<file path="config.mk">
export PLATFORM = sky130hd
export DESIGN_NAME = mqf_flags
export DESIGN_NICKNAME = d
export VERILOG_FILES = /design/src/mqf_pkg.sv /design/src/mqf_stream_if.sv /design/src/mqf_flags.sv /design/src/mqf_fifo.sv
export SDC_FILE = /design/constraint.sdc
export NUM_CORES = 2
export LEC_CHECK = 0
export BUFFER_PORTS_ARGS = -buffer_cell sky130_fd_sc_hd__buf_2
export CELL_PAD_IN_SITES_DETAIL_PLACEMENT = 1
export CELL_PAD_IN_SITES_GLOBAL_PLACEMENT = 2
export CORE_UTILIZATION = 37
export CTS_BUF_LIST = sky130_fd_sc_hd__clkbuf_16
export CTS_CLUSTER_DIAMETER = 60
export DETAILED_ROUTE_END_ITERATION = 12
export PLACE_DENSITY = 0.89
export SLEW_MARGIN = 20
export SYNTH_ARGS = -nofsm -noshare
export SYNTH_HDL_FRONTEND = slang
export SYNTH_HIERARCHICAL = 1
export SYNTH_SLANG_ARGS = --single-unit
</file>
<file path="constraint.sdc">
create_clock -name mclk -period 7.15 [get_ports mclk]
set_clock_uncertainty 0.15 [all_clocks]
set_input_delay 1.43 -clock mclk [delete_from_list [all_inputs] [get_ports mclk]]
set_output_delay 1.43 -clock mclk [all_outputs]
set_load 0.005 [all_outputs]
</file>
<file path="src/mqf_pkg.sv">
package mqf_pkg;

    // ------------------------------------------------------------
    // Bus-matching setups
    // ------------------------------------------------------------
    typedef enum logic [2:0] {
        MQF_IO_36_36,
        MQF_IO_18_36,
        MQF_IO_9_36,
        MQF_IO_36_18,
        MQF_IO_36_9
    } mqf_io_t;

    // ------------------------------------------------------------
    // Widths, counts and reset values
    // ------------------------------------------------------------
    // Occupancy is kept in 9-bit units so every setup shares one counter
    localparam int MQF_UNITS_W = 3;
    localparam logic [2:0] MQF_U36 = 3'h4;
    localparam logic [2:0] MQF_U18 = 3'h2;
    localparam logic [2:0] MQF_U9 = 3'h1;
    localparam int MQF_DEF_OFS_LO = 8;
    localparam int MQF_DEF_OFS_HI = 128;
    localparam int MQF_BUF_DEPTH = 4;
    localparam int MQF_OV_ASSERT_CYC = 1;
    localparam int MQF_PAF_ASSERT_CYC = 2;

    function automatic logic [2:0] mqf_in_units(input mqf_io_t m);
        unique case (m)
            MQF_IO_18_36: return MQF_U18;
            MQF_IO_9_36: return MQF_U9;
            default: return MQF_U36;
        endcase
    endfunction : mqf_in_units

    function automatic logic [2:0] mqf_out_units(input mqf_io_t m);
        unique case (m)
            MQF_IO_36_18: return MQF_U18;
            MQF_IO_36_9: return MQF_U9;
            default: return MQF_U36;
        endcase
    endfunction : mqf_out_units

endpackage : mqf_pkg

</file>
<file path="src/mqf_stream_if.sv">
`timescale 1ns/1ps
interface mqf_stream_if #(parameter int W = 8);
    logic valid;
    logic ready;
    logic [W-1:0] data;
    modport src (output valid, output data, input ready);
    modport snk (input valid, input data, output ready);
endinterface : mqf_stream_if

</file>
<file path="src/mqf_flags.sv">
`timescale 1ns/1ps
module mqf_flags
    import mqf_pkg::*;
#(
    parameter int NQ = 8,
    parameter int DEPTH = 1024,
    parameter int OFS_W = $clog2(DEPTH + 1)
) (
    input wire logic mclk,
    input wire logic arst_n,
    input wire logic ce,
    input wire mqf_io_t io_mode,
    input wire logic packet_mode,
    input wire logic default_offset_select,
    input wire logic wr_en,
    input wire logic [$clog2(NQ)-1:0] wr_queue,
    input wire logic rd_en,
    input wire logic [$clog2(NQ)-1:0] rd_queue,
    input wire logic ofs_wr_en,
    input wire logic [$clog2(NQ)-1:0] ofs_queue,
    input wire logic [OFS_W-1:0] ofs_value,
    input wire logic flag_skew_window_one,
    input wire logic flag_skew_window_two,
    input wire logic flag_skew_window_three,
    input wire logic packet_skew_window,
    output logic data_available_n,
    output logic queue_full_n,
    output logic almost_full_n,
    output logic [NQ-1:0] almost_full_status_bus,
    output logic rd_ready
);
    localparam int QW = $clog2(NQ);
    localparam int CW = $clog2(MQF_U36 * (DEPTH + 1) + 1);
    localparam int FW = QW + MQF_UNITS_W;

    if (NQ < 2 || (NQ & (NQ - 1)) != 0 || DEPTH < MQF_DEF_OFS_HI || OFS_W < $clog2(DEPTH + 1)) begin : g_chk
        $error("mqf_flags: NQ must be a power of two and DEPTH at least the high default offset");
    end

    typedef logic [CW-1:0] mqf_cnt_t;

    // ------------------------------------------------------------
    // Boundary arithmetic
    // ------------------------------------------------------------
    // The extra word only exists when the read side holds a full word
    function automatic mqf_cnt_t lim_units(input logic shr, input mqf_io_t m);
        logic ext;
        ext = shr && (mqf_out_units(m) == MQF_U36);
        return CW'((DEPTH + int'(ext)) * int'(MQF_U36));
    endfunction : lim_units

    function automatic mqf_cnt_t af_units(input mqf_cnt_t lim, input logic [OFS_W-1:0] ofs);
        return lim - CW'(int'(ofs) * int'(MQF_U36));
    endfunction : af_units

    // ------------------------------------------------------------
    // State
    // ------------------------------------------------------------
    mqf_cnt_t occ_q [NQ];
    mqf_cnt_t occ_d [NQ];
    mqf_cnt_t rcnt_q [NQ];
    mqf_cnt_t rcnt_d [NQ];
    logic [OFS_W-1:0] ofs_q [NQ];
    logic [NQ-1:0] shared_q;
    logic [NQ-1:0] shared_d;
    logic [NQ-1:0] af_raw;
    logic [NQ-1:0] af_s1_q;
    logic [NQ-1:0] bus_q;
    logic init_q;
    logic [QW-1:0] wq_q;
    logic wv1_q;
    logic wl1_q;
    logic wv2_q;
    logic [QW-1:0] wq1_q;
    logic [QW-1:0] wq2_q;
    logic ov_n_q;
    logic full_n_q;
    logic af_n_q;
    logic [2:0] wu;
    logic [2:0] ru;
    logic [2:0] rtake;
    logic wr_room;
    logic wr_acc;
    logic rd_acc;
    logic ov_late;
    logic drain_fire;
    logic [QW-1:0] dq;
    logic [2:0] du;
    logic af_nxt;
    logic rd_inc_any;
    logic ret_held_q;
    logic af_hold;
    logic af_held_q;
    logic [NQ-1:0] bus_hold;
    logic [NQ-1:0] bus_held_q;

    assign wu = mqf_in_units(io_mode);
    assign ru = mqf_out_units(io_mode);
    assign ov_late = (io_mode == MQF_IO_36_36 && packet_mode) ? packet_skew_window : flag_skew_window_one;
    // Narrow inputs may leave a part word; the read takes what is there
    assign rtake = (rcnt_q[rd_queue] < mqf_cnt_t'(ru)) ? rcnt_q[rd_queue][2:0] : ru;
    assign wr_room = (occ_q[wr_queue] + mqf_cnt_t'(wu))
        <= lim_units((occ_q[wr_queue] == '0) ? (rd_queue == wr_queue) : shared_q[wr_queue], io_mode);
    assign wr_acc = ce & wr_en & wr_room & init_q;
    assign rd_acc = ce & rd_en & rd_ready & (rcnt_q[rd_queue] != '0);
    assign rd_inc_any = (wv1_q && !wl1_q && wq1_q == rd_queue) || (wv2_q && wq2_q == rd_queue);

    // ------------------------------------------------------------
    // Read-to-write return path
    // ------------------------------------------------------------
    mqf_stream_if #(.W(FW)) rd_fill ();
    mqf_stream_if #(.W(FW)) rd_drain ();

    assign rd_fill.valid = rd_acc;
    assign rd_fill.data = {rd_queue, rtake};
    // A late window holds the head back one cycle only, never longer
    assign rd_drain.ready = !flag_skew_window_one || ret_held_q;
    assign drain_fire = ce & rd_drain.valid & rd_drain.ready;
    assign dq = rd_drain.data[FW-1:MQF_UNITS_W];
    assign du = rd_drain.data[MQF_UNITS_W-1:0];
    assign rd_ready = rd_fill.ready;

    mqf_fifo #(.W(FW), .DEPTH(MQF_BUF_DEPTH)) u_ret (
        .mclk(mclk),
        .arst_n(arst_n),
        .ce(ce),
        .fill(rd_fill),
        .drain(rd_drain)
    );

    always_ff @(posedge mclk or negedge arst_n) begin
        if (!arst_n) begin
            ret_held_q <= 1'b0;
        end else if (ce) begin
            ret_held_q <= rd_drain.valid && !rd_drain.ready;
        end
    end

    // ------------------------------------------------------------
    // Occupancy views
    // ------------------------------------------------------------
    always_comb begin
        for (int q = 0; q < NQ; q++) begin
            occ_d[q] = occ_q[q]
                + ((wr_acc && wr_queue == QW'(q)) ? mqf_cnt_t'(wu) : '0)
                - ((drain_fire && dq == QW'(q)) ? mqf_cnt_t'(du) : '0);
            shared_d[q] = (wr_acc && wr_queue == QW'(q) && occ_q[q] == '0) ? (rd_queue == QW'(q)) : shared_q[q];
            rcnt_d[q] = rcnt_q[q]
                + ((wv1_q && !wl1_q && wq1_q == QW'(q)) ? mqf_cnt_t'(wu) : '0)
                + ((wv2_q && wq2_q == QW'(q)) ? mqf_cnt_t'(wu) : '0)
                - ((rd_acc && rd_queue == QW'(q)) ? mqf_cnt_t'(rtake) : '0);
            af_raw[q] = occ_q[q] >= af_units(lim_units(shared_q[q], io_mode), ofs_q[q]);
        end
    end

    always_ff @(posedge mclk or negedge arst_n) begin
        if (!arst_n) begin
            for (int q = 0; q < NQ; q++) begin
                occ_q[q] <= '0;
                rcnt_q[q] <= '0;
            end
            shared_q <= '0;
        end else if (ce) begin
            for (int q = 0; q < NQ; q++) begin
                occ_q[q] <= occ_d[q];
                rcnt_q[q] <= rcnt_d[q];
            end
            shared_q <= shared_d;
        end
    end

    // Write notice reaches the read side one cycle later, two if late
    always_ff @(posedge mclk or negedge arst_n) begin
        if (!arst_n) begin
            wv1_q <= 1'b0;
            wl1_q <= 1'b0;
            wq1_q <= '0;
            wv2_q <= 1'b0;
            wq2_q <= '0;
        end else if (ce) begin
            wv1_q <= wr_acc;
            wl1_q <= ov_late;
            wq1_q <= wr_queue;
            wv2_q <= wv1_q & wl1_q;
            wq2_q <= wq1_q;
        end
    end

    // ------------------------------------------------------------
    // Offsets
    // ------------------------------------------------------------
    // Strap is taken on the first enabled edge after reset release
    always_ff @(posedge mclk or negedge arst_n) begin
        if (!arst_n) begin
            init_q <= 1'b0;
            for (int q = 0; q < NQ; q++) begin
                ofs_q[q] <= OFS_W'(MQF_DEF_OFS_LO);
            end
        end else if (ce) begin
            if (!init_q) begin
                init_q <= 1'b1;
                for (int q = 0; q < NQ; q++) begin
                    ofs_q[q] <= default_offset_select ? OFS_W'(MQF_DEF_OFS_HI) : OFS_W'(MQF_DEF_OFS_LO);
                end
            end else if (ofs_wr_en && ofs_value <= OFS_W'(DEPTH)) begin
                ofs_q[ofs_queue] <= ofs_value;
            end
        end
    end

    // ------------------------------------------------------------
    // Flags
    // ------------------------------------------------------------
    always_ff @(posedge mclk or negedge arst_n) begin
        if (!arst_n) begin
            ov_n_q <= 1'b1;
        end else if (ce) begin
            ov_n_q <= (rcnt_d[rd_queue] == '0);
        end
    end

    always_ff @(posedge mclk or negedge arst_n) begin
        if (!arst_n) begin
            full_n_q <= 1'b1;
        end else if (ce) begin
            full_n_q <= (occ_d[wr_queue] + mqf_cnt_t'(wu))
                <= lim_units(shared_d[wr_queue], io_mode);
        end
    end

    // Two-stage status keeps the almost-full path off the counter adders
    assign af_nxt = !(af_s1_q[wq_q] & af_raw[wq_q]);
    // A late window delays a release by one cycle, even if held high
    assign af_hold = af_nxt && !af_n_q && flag_skew_window_two && !af_held_q;
    assign bus_hold = ~(af_s1_q & af_raw) & ~bus_q & {NQ{flag_skew_window_three}} & ~bus_held_q;

    always_ff @(posedge mclk or negedge arst_n) begin
        if (!arst_n) begin
            af_s1_q <= '0;
            wq_q <= '0;
            af_n_q <= 1'b1;
            af_held_q <= 1'b0;
        end else if (ce) begin
            af_s1_q <= af_raw;
            wq_q <= wr_queue;
            af_held_q <= af_hold;
            if (!af_hold) begin
                af_n_q <= af_nxt;
            end
        end
    end

    always_ff @(posedge mclk or negedge arst_n) begin
        if (!arst_n) begin
            bus_q <= '1;
            bus_held_q <= '0;
        end else if (ce) begin
            bus_held_q <= bus_hold;
            for (int q = 0; q < NQ; q++) begin
                if (!(bus_hold[q] || (wr_queue != wq_q))) begin
                    bus_q[q] <= !(af_s1_q[q] & af_raw[q]);
                end
            end
        end
    end

    assign data_available_n = ov_n_q;
    assign queue_full_n = full_n_q;
    assign almost_full_n = af_n_q;
    assign almost_full_status_bus = bus_q;
endmodule : mqf_flags

</file>
<file path="src/mqf_fifo.sv">
`timescale 1ns/1ps
module mqf_fifo #(
    parameter int W = 8,
    parameter int DEPTH = 4
) (
    input wire logic mclk,
    input wire logic arst_n,
    input wire logic ce,
    mqf_stream_if.snk fill,
    mqf_stream_if.src drain
);
    localparam int AW = $clog2(DEPTH);
    localparam int CW = $clog2(DEPTH + 1);

    // Pointers wrap by overflow, so depth must be a power of two
    if (DEPTH < 2 || (DEPTH & (DEPTH - 1)) != 0) begin : g_chk
        $error("mqf_fifo: DEPTH must be a power of two, at least 2");
    end

    logic [W-1:0] mem [DEPTH];
    logic [AW-1:0] wp_q;
    logic [AW-1:0] rp_q;
    logic [CW-1:0] cnt_q;
    logic [CW-1:0] cnt_d;
    logic rdy_q;
    logic push;
    logic pop;

    assign push = ce & fill.valid & rdy_q;
    assign pop = ce & drain.ready & (cnt_q != '0);
    assign fill.ready = rdy_q;
    assign drain.valid = (cnt_q != '0);
    assign drain.data = mem[rp_q];

    always_comb begin
        cnt_d = cnt_q + CW'(push) - CW'(pop);
    end

    always_ff @(posedge mclk) begin
        if (push) begin
            mem[wp_q] <= fill.data;
        end
    end

    always_ff @(posedge mclk or negedge arst_n) begin
        if (!arst_n) begin
            wp_q <= '0;
            rp_q <= '0;
            cnt_q <= '0;
            rdy_q <= 1'b0;
        end else if (ce) begin
            wp_q <= wp_q + AW'(push);
            rp_q <= rp_q + AW'(pop);
            cnt_q <= cnt_d;
            // Registered ready; a stalled drain really fills the buffer
            rdy_q <= (cnt_d != CW'(DEPTH));
        end
    end

endmodule : mqf_fifo

</file>
# After elaboration in Yosys (flattened, before gate mapping)
# Memories as Yosys holds them, arrays and structs flattened.
# Cells that the tools add are included.
op_classes:
  n_addsub: 64
  n_lt_le_gt_ge: 18
  eq_ne: 45
  muxes: 82
  bitwise_logic: 41
  n_reduce_logical: 117
op_table:
  columns: ["cell", "count"]
  rows:
  - ["adder 13 x 3 -> 13 bit", 26]
  - ["subtractor 13 x 3 -> 13 bit", 16]
  - ["2-to-1 mux 88 bit", 2]
  - ["binary-select mux 13 bit (select 3 bit)", 4]
  - ["zero test 13 bit", 10]
  - ["2-to-1 mux 3 bit", 42]
  - ["adder 11 x 1 -> 11 bit (first input constant)", 10]
  - ["greater-or-equal comparator 13 bit", 8]
  - ["2-to-1 mux 13 bit", 8]
  - ["subtractor 13 bit", 8]
  - ["bitwise mux 88 bit", 1]
  - ["equality test 3 bit (second input constant)", 23]
  - ["logical AND 1 bit", 66]
  - ["equality test 3 x 2 -> 1 bit (second input constant)", 12]
  - ["demux 11 bit (select 3 bit)", 1]
  - ["AND 8 bit", 4]
  - ["less-or-equal comparator 13 bit", 2]
  - ["NOT 8 bit", 3]
  - ["AND 1 bit", 22]
  - ["AND reduction 2 bit", 10]
  - ["equality test 3 x 1 -> 1 bit (second input constant)", 6]
  - ["zero test 3 bit", 6]
  - ["2-to-1 mux 1 bit", 16]
  - ["zero test 1 bit", 14]
  - ["other kinds (21)", 47]
totals:
  ff_bits: 351
  ram_bits: 24
  in_bits: 35
  output_inout_bits: 12
  elab_cells: 418
  memories: 1
memory_table:
  columns: ["memory", "depth", "word_bits", "rd", "rd_ports_with_merged_regs", "wr", "line", "source"]
  rows:
  - ["u_ret.mem", 4, 6, 1, 0, 1, "mqf_fifo.sv:20", "logic [W-1:0] mem [DEPTH];"]

# Depth between registers and ports, before layout
depth:
  word_depth: 20
  mapped_depth: 40
  ltp_nobuf: 33

# By module
# Netlist, hierarchy kept.
modules_own_cells:
  columns: ["mod", "instances", "cells_per_inst", "area_each_um2", "seq_area_each_um2"]
  rows:
  - ["mqf_flags", 1, 3889, 33427.1, 8607.0]
  - ["mqf_fifo", 1, 73, 1315.0, 920.9]

# Least setup slack after synthesis
# Ideal clock, no wire load.
synth_timing:
  path_type: "input port to flip-flop"
  from: "input port wr_queue[1]"
  to: "register full_n_q, in the netlist queue_full_n"
  arrival_time_ps: 8906
  path_slack_ps: -1966
  path_stages: 36
  path_buffers: 7
  cell_sequence: "buf_6 > buf_4 > buf_2 > buf_1 > buf_1 > mux4_2 > nand2_1 > o21ai_0 > ha_1 > a21o_1 > a21oi_1 > nor2_1 > and3_4 > nand2b_1 > a2111o_1 > o21ai_2 > and3_1 > buf_4 > buf_2 > nand3_1 > fa_1 > inv_1 > fa_1 > xor2_1 > nor2_1 > a21oi_1 > mux4_2 > ha_1 > xor2_1 > ha_1 > nand2_1 > nor2_1 > o21ai_0 > nand3b_1 > a2111oi_2 > a211o_1"
synth_between:
  elab_chain_len: 20
  word_cells_on_any_way: 80
  classes_between: "add/sub (20); order compare (2); eq/ne (8); mux (27); bitwise (3); reduce/logical (20)"
synth_rtl:
  columns: ["item", "line", "source"]
  rows:
  - ["start: declaration", "mqf_flags.sv:16", "input wire logic [$clog2(NQ)-1:0] wr_queue,"]
  - ["NOT 3 -> 4 bit (not written as such)", "mqf_flags.sv:102, mqf_flags.sv:103, mqf_flags.sv:226", null]
  - ["binary-select mux 13 bit (select 3 bit)", "mqf_flags.sv:102, mqf_flags.sv:103", null]
  - ["2-to-1 mux 13 bit (not written as such) (2 in series)", "mqf_flags.sv:102, mqf_flags.sv:103", null]
  - ["zero test 13 bit", "mqf_flags.sv:103", "<= lim_units((occ_q[wr_queue] == '0) ? (rd_queue == wr_queue) : shared_q[wr_queue], io_mode);"]
  - ["2-to-1 mux 1 bit", "mqf_flags.sv:103", null]
  - ["logical AND 1 bit", "mqf_flags.sv:48", "ext = shr && (mqf_out_units(m) == MQF_U36);"]
  - ["adder 11 x 1 -> 11 bit", "mqf_flags.sv:49", "return CW'((DEPTH + int'(ext)) * int'(MQF_U36));"]
  - ["less-or-equal comparator 13 bit", "mqf_flags.sv:103", null]
  - ["AND 1 bit (2 in series)", "mqf_flags.sv:104", "assign wr_acc = ce & wr_en & wr_room & init_q;"]
  - ["logical AND 1 bit", "mqf_flags.sv:145, mqf_flags.sv:147", null]
  - ["2-to-1 mux 3 bit", "mqf_flags.sv:145", "+ ((wr_acc && wr_queue == QW'(q)) ? mqf_cnt_t'(wu) : '0)"]
  - ["adder 13 x 3 -> 13 bit", "mqf_flags.sv:145", null]
  - ["subtractor 13 x 3 -> 13 bit", "mqf_flags.sv:146", "- ((drain_fire && dq == QW'(q)) ? mqf_cnt_t'(du) : '0);"]
  - ["binary-select mux 13 bit (select 3 bit)", "mqf_flags.sv:226", "full_n_q <= (occ_d[wr_queue] + mqf_cnt_t'(wu))"]
  - ["2-to-1 mux 13 bit (not written as such) (2 in series)", "mqf_flags.sv:226", null]
  - ["adder 13 x 3 -> 13 bit", "mqf_flags.sv:226", null]
  - ["less-or-equal comparator 13 bit (*)", "mqf_flags.sv:227", "<= lim_units(shared_d[wr_queue], io_mode);"]
  - ["end signal: assignment", "mqf_flags.sv:226", null]
  - ["end: declaration", "mqf_flags.sv:77", "logic full_n_q;"]
# Mark *: on every way between the ends. The rest lies on a longest branch, timed or not. The select of a mux whose other input is x is not followed.
# A chain may end at the register's enable or synchronous reset.

# Worst setup path in the final report
layout_timing:
  from: "input port wr_queue[0]"
  to: "register full_n_q, in the netlist queue_full_n"
# Same word-level chain as after synthesis.

==> key figures <==
Clock tree
  • Longest Clk Path Bufs: 3
  • CTS sink count: 375
  • CTS tree: built
  • Clk pin slew, worst setup/hold paths: 60 ps
  • Clk_lat worst skew: 630 ps
  • Clock root buffer: clkbuf_16
  • Inserted Clock Buffers: 57
  • Max H-tree Level: 2

Detailed routing
  • DRT iter0 DRCs: 2263
  • Via Count: 33500
  • Drt first pass iters: 10
  • Vias per cell: 5.73
  • Routed Antenna Nets: 0
  • DR WL/cell: 23.2 um
  • Overall routed net length: 136000 um
  • Post-route DRC: 1

Setup path
  • RR Startpoint: occ_q[92]
  • Crit path max fanout: 7
  • Data required time at the worst endpoint: 7560 ps
  • CP Data Arrival Time: 8280 ps
  • Reg2reg end: queue_full_n
  • Max stage delay on crit path: 530 ps
  • Crit path launch type: input pin
  • Slowest cell on crit path: mux4_2
  • Reg2reg setup slack: -80 ps
  • Crit Path Category: input pin to flop
  • Worst path bufs/invs: 8
  • Largest delay share family, worst path: compound AO/OA/AOI/OAI gates
  • CP endpoint kind: flop
  • Worst Setup SP: wr_queue[0]
  • FF-to-FF path depth: 33

Logic synthesis
  • Asr flop ratio synth: 93.6%
  • Synthesized flop and latch total: 375
  • Sequential element share of the synthesized area: 27.4%
  • Mapped Nets: 4492
  • Synth Cell Area: 34700 sq um
  • Syn_area_per_cell: 8.77 sq um
  • Main synth FF type: dfrtp_1
  • EDFF count, synth: 24
  • Synthesized netlist cell count: 3962
  • Distinct cells, synth: 103
  • Yosys warning total: 6

Min path
  • Hold Path Cell Cnt: 2
  • End of the worst hold path: bus_held_q[3]
  • Hold Startpoint: bus_held_q[3]
  • Hold Crit Class: flop to flop

Floorplanning
  • Total core area: 93200 sq um
  • Rows: 112
  • # IOs: 47
  • Die span in y: 308 um
  • Die area: 95100 sq um
  • Initial core utilization: 37.3%
  • Die width: 308 um

Place
  • Placed Area: 40400 sq um
  • IO buf count: 46
  • RD Place Congestion: 0.943
  • DP Wirelength: 103000 um

Flow run
  • Max cap viols: 0

Global routing
  • Pin count of the biggest net entering global routing: 152
  • First-pass GRT wire length: 207000 um
  • Gr ovfl total: 0
  • Antenna violations before repair: 7
  • GRT Total Usage: 28.1%
  • Vias in the first global route: 35300

Power and ir drop
  • Total power: 0.0275 W
  • Power Density: 623 nW/um^2
  • Max rail drop VDD: 345 uV
  • Leakage: 20.3 nW

Timing
  • Setup ws final: -727 ps
  • FMAX: 127 MHz
  • Max_slew headroom: 21.9%
  • Worst Max-Slew Pin Slew: 1170 ps
  • Final Cycle Share: 110%
  • Hold Violations, Final: 0
  • Unrepaired setup endpoints after global routing: yes
  • Final max-slew violation count: 0
  • Setup TNS: -1000 ps
  • Post-layout min period: 7880 ps
  • Setup Viol. Count Final: 3
  • WHS: 328 ps

Finish
  • Number of diodes: 0
  • Final Cell Area: 44200 sq um
  • Share of layout cells above drive strength 1: 24.5%
  • Layout net count: 5075
  • Area Growth Syn to Fin: 27.1%

Outcome
  • Status: finished with violations
  • Failing checks: DRC, setup timing
layer usage:
metal / global-route usage [%] / vias to the layer above / wire [um]
met3: 3.42 / 303 / 7150
met2: 47.5 / 864 / 64700
met1: 36.3 / 17100 / 57600
li1: - / 15200 / -
met4: 11.6 / 6 / 6030
met5: 0 / - / 46
metrics by stage:
step,setup WS [ps],util (%),instances
after global routing,-903,47.4,5843
after global placement,-1670,43.4,5673
after detailed placement,-1850,43.4,5673
final,-727,47.4,5843
after floorplan,-1030,-,3962
after CTS,-572,46.6,5823
sequential cells by signal, summed over array words and instances, names as in the netlist, 2 cells and up:
name,count
u_ret/rp_q,2
af_s1_q,8
ofs_q,88
u_ret/wp_q,2
u_ret/cnt_q,3
occ_q,104
wq2_q,3
almost_full_status_bus,8
u_ret/mem,24
shared_q,8
wq1_q,3
bus_held_q,8
rcnt_q,104
synth_stat cells (24+ instances only):
cell type	number	share of area, %
ha_1	420	15
fa_1	75	4.3
o21bai_1	24	0.52
a211oi_1	37	0.80
a22o_1	132	3.3
inv_1	427	4.6
and2_1	33	0.59
nor2b_1	38	0.68
or3_1	34	0.61
dfrtp_1	332	24
clkbuf_1	100	1.1
a21o_1	56	1.2
nor4_1	38	0.68
xnor2_1	170	4.3
a21oi_1	232	3.3
o21ai_0	255	3.7
nand3_1	58	0.84
mux4_2	41	2.7
nand2_1	359	3.9
mux2i_1	46	1.3
nor2_1	286	3.1
nand2b_1	36	0.65
nor3_1	117	1.7
edfxtp_1	24	2.1
mux2_2	24	0.78
o21a_1	43	0.93
xor2_1	86	2.2
worst reg2reg max path, delay by kind of cell (launching register included):
kind / cells / cell delay, ps
fa+ha+maj: 3 / 1180
xor+xnor: 1 / 60
compound gates: 16 / 3270
simple gates: 4 / 400
flops: 1 / 410
buf+inv: 7 / 920
mux: 2 / 780
placed cells by master, fill, tap and decap left out, types with 59 or more instances in the layout:
master     n
dfrtp_1  331
nor3_1   109
xnor2_1  152
nand2_1  350
a21oi_1  209
nor2_1   271
buf_4    594
o21ai_0  219
ha_1     400
a22o_1   132
fa_1      59
inv_1    427
xor2_1    83
logic make-up (layout without fill, tap and decap cells):
group	count (synthesis)	in the layout	synth area share [%]
flip-flops	375	375	27.4
multiplexers	120	120	5.19
buffers and inverters	573	1200	6.39
XOR/XNOR	260	260	6.71
adder cells (fa/ha/maj)	495	495	19.4
AO/OA/AOI/OAI	1013	1013	19.4
AND/OR/NAND/NOR	1126	1126	15.4
cell type report:
type | count | area [sq um]
Multi-Input combinational cell | 3014 | 24400
Inverter | 433 | 1630
Timing Repair Buffer | 664 | 5120
Clock buffer | 57 | 1430
Fill cell | 10800 | 49000
Sequential cell | 375 | 9530
Tap cell | 1254 | 1570
Clock inverter | 46 | 539
timing repair:
item	in CTS	in global routing
endpoints found under the setup margin	24	22
resized for setup	174	130
gates cloned	1	0
pin swaps	99	90
buffers inserted	48	21
hold buffers	0	0
worst max path at each step:
stage                               to  slack, ps  cells past startpoint
after floorplan           queue_full_n      -1030                     36
after global placement    queue_full_n      -1670                     32
after detailed placement  queue_full_n      -1850                     32
after CTS                 queue_full_n       -570                     34
after global routing      queue_full_n       -900                     33
final                     queue_full_n       -730                     34
power by group:
part           switching (W)  internal [W]  leakage, nW  total, W
Sequential          0.000717       0.00292         4.18   0.00363
Clock                0.00116       0.00185        0.992   0.00301
Combinational         0.0108        0.0100         15.1    0.0209
Total                 0.0127        0.0148         20.3    0.0275
Note: power is estimated with default switching activity, not from simulation.
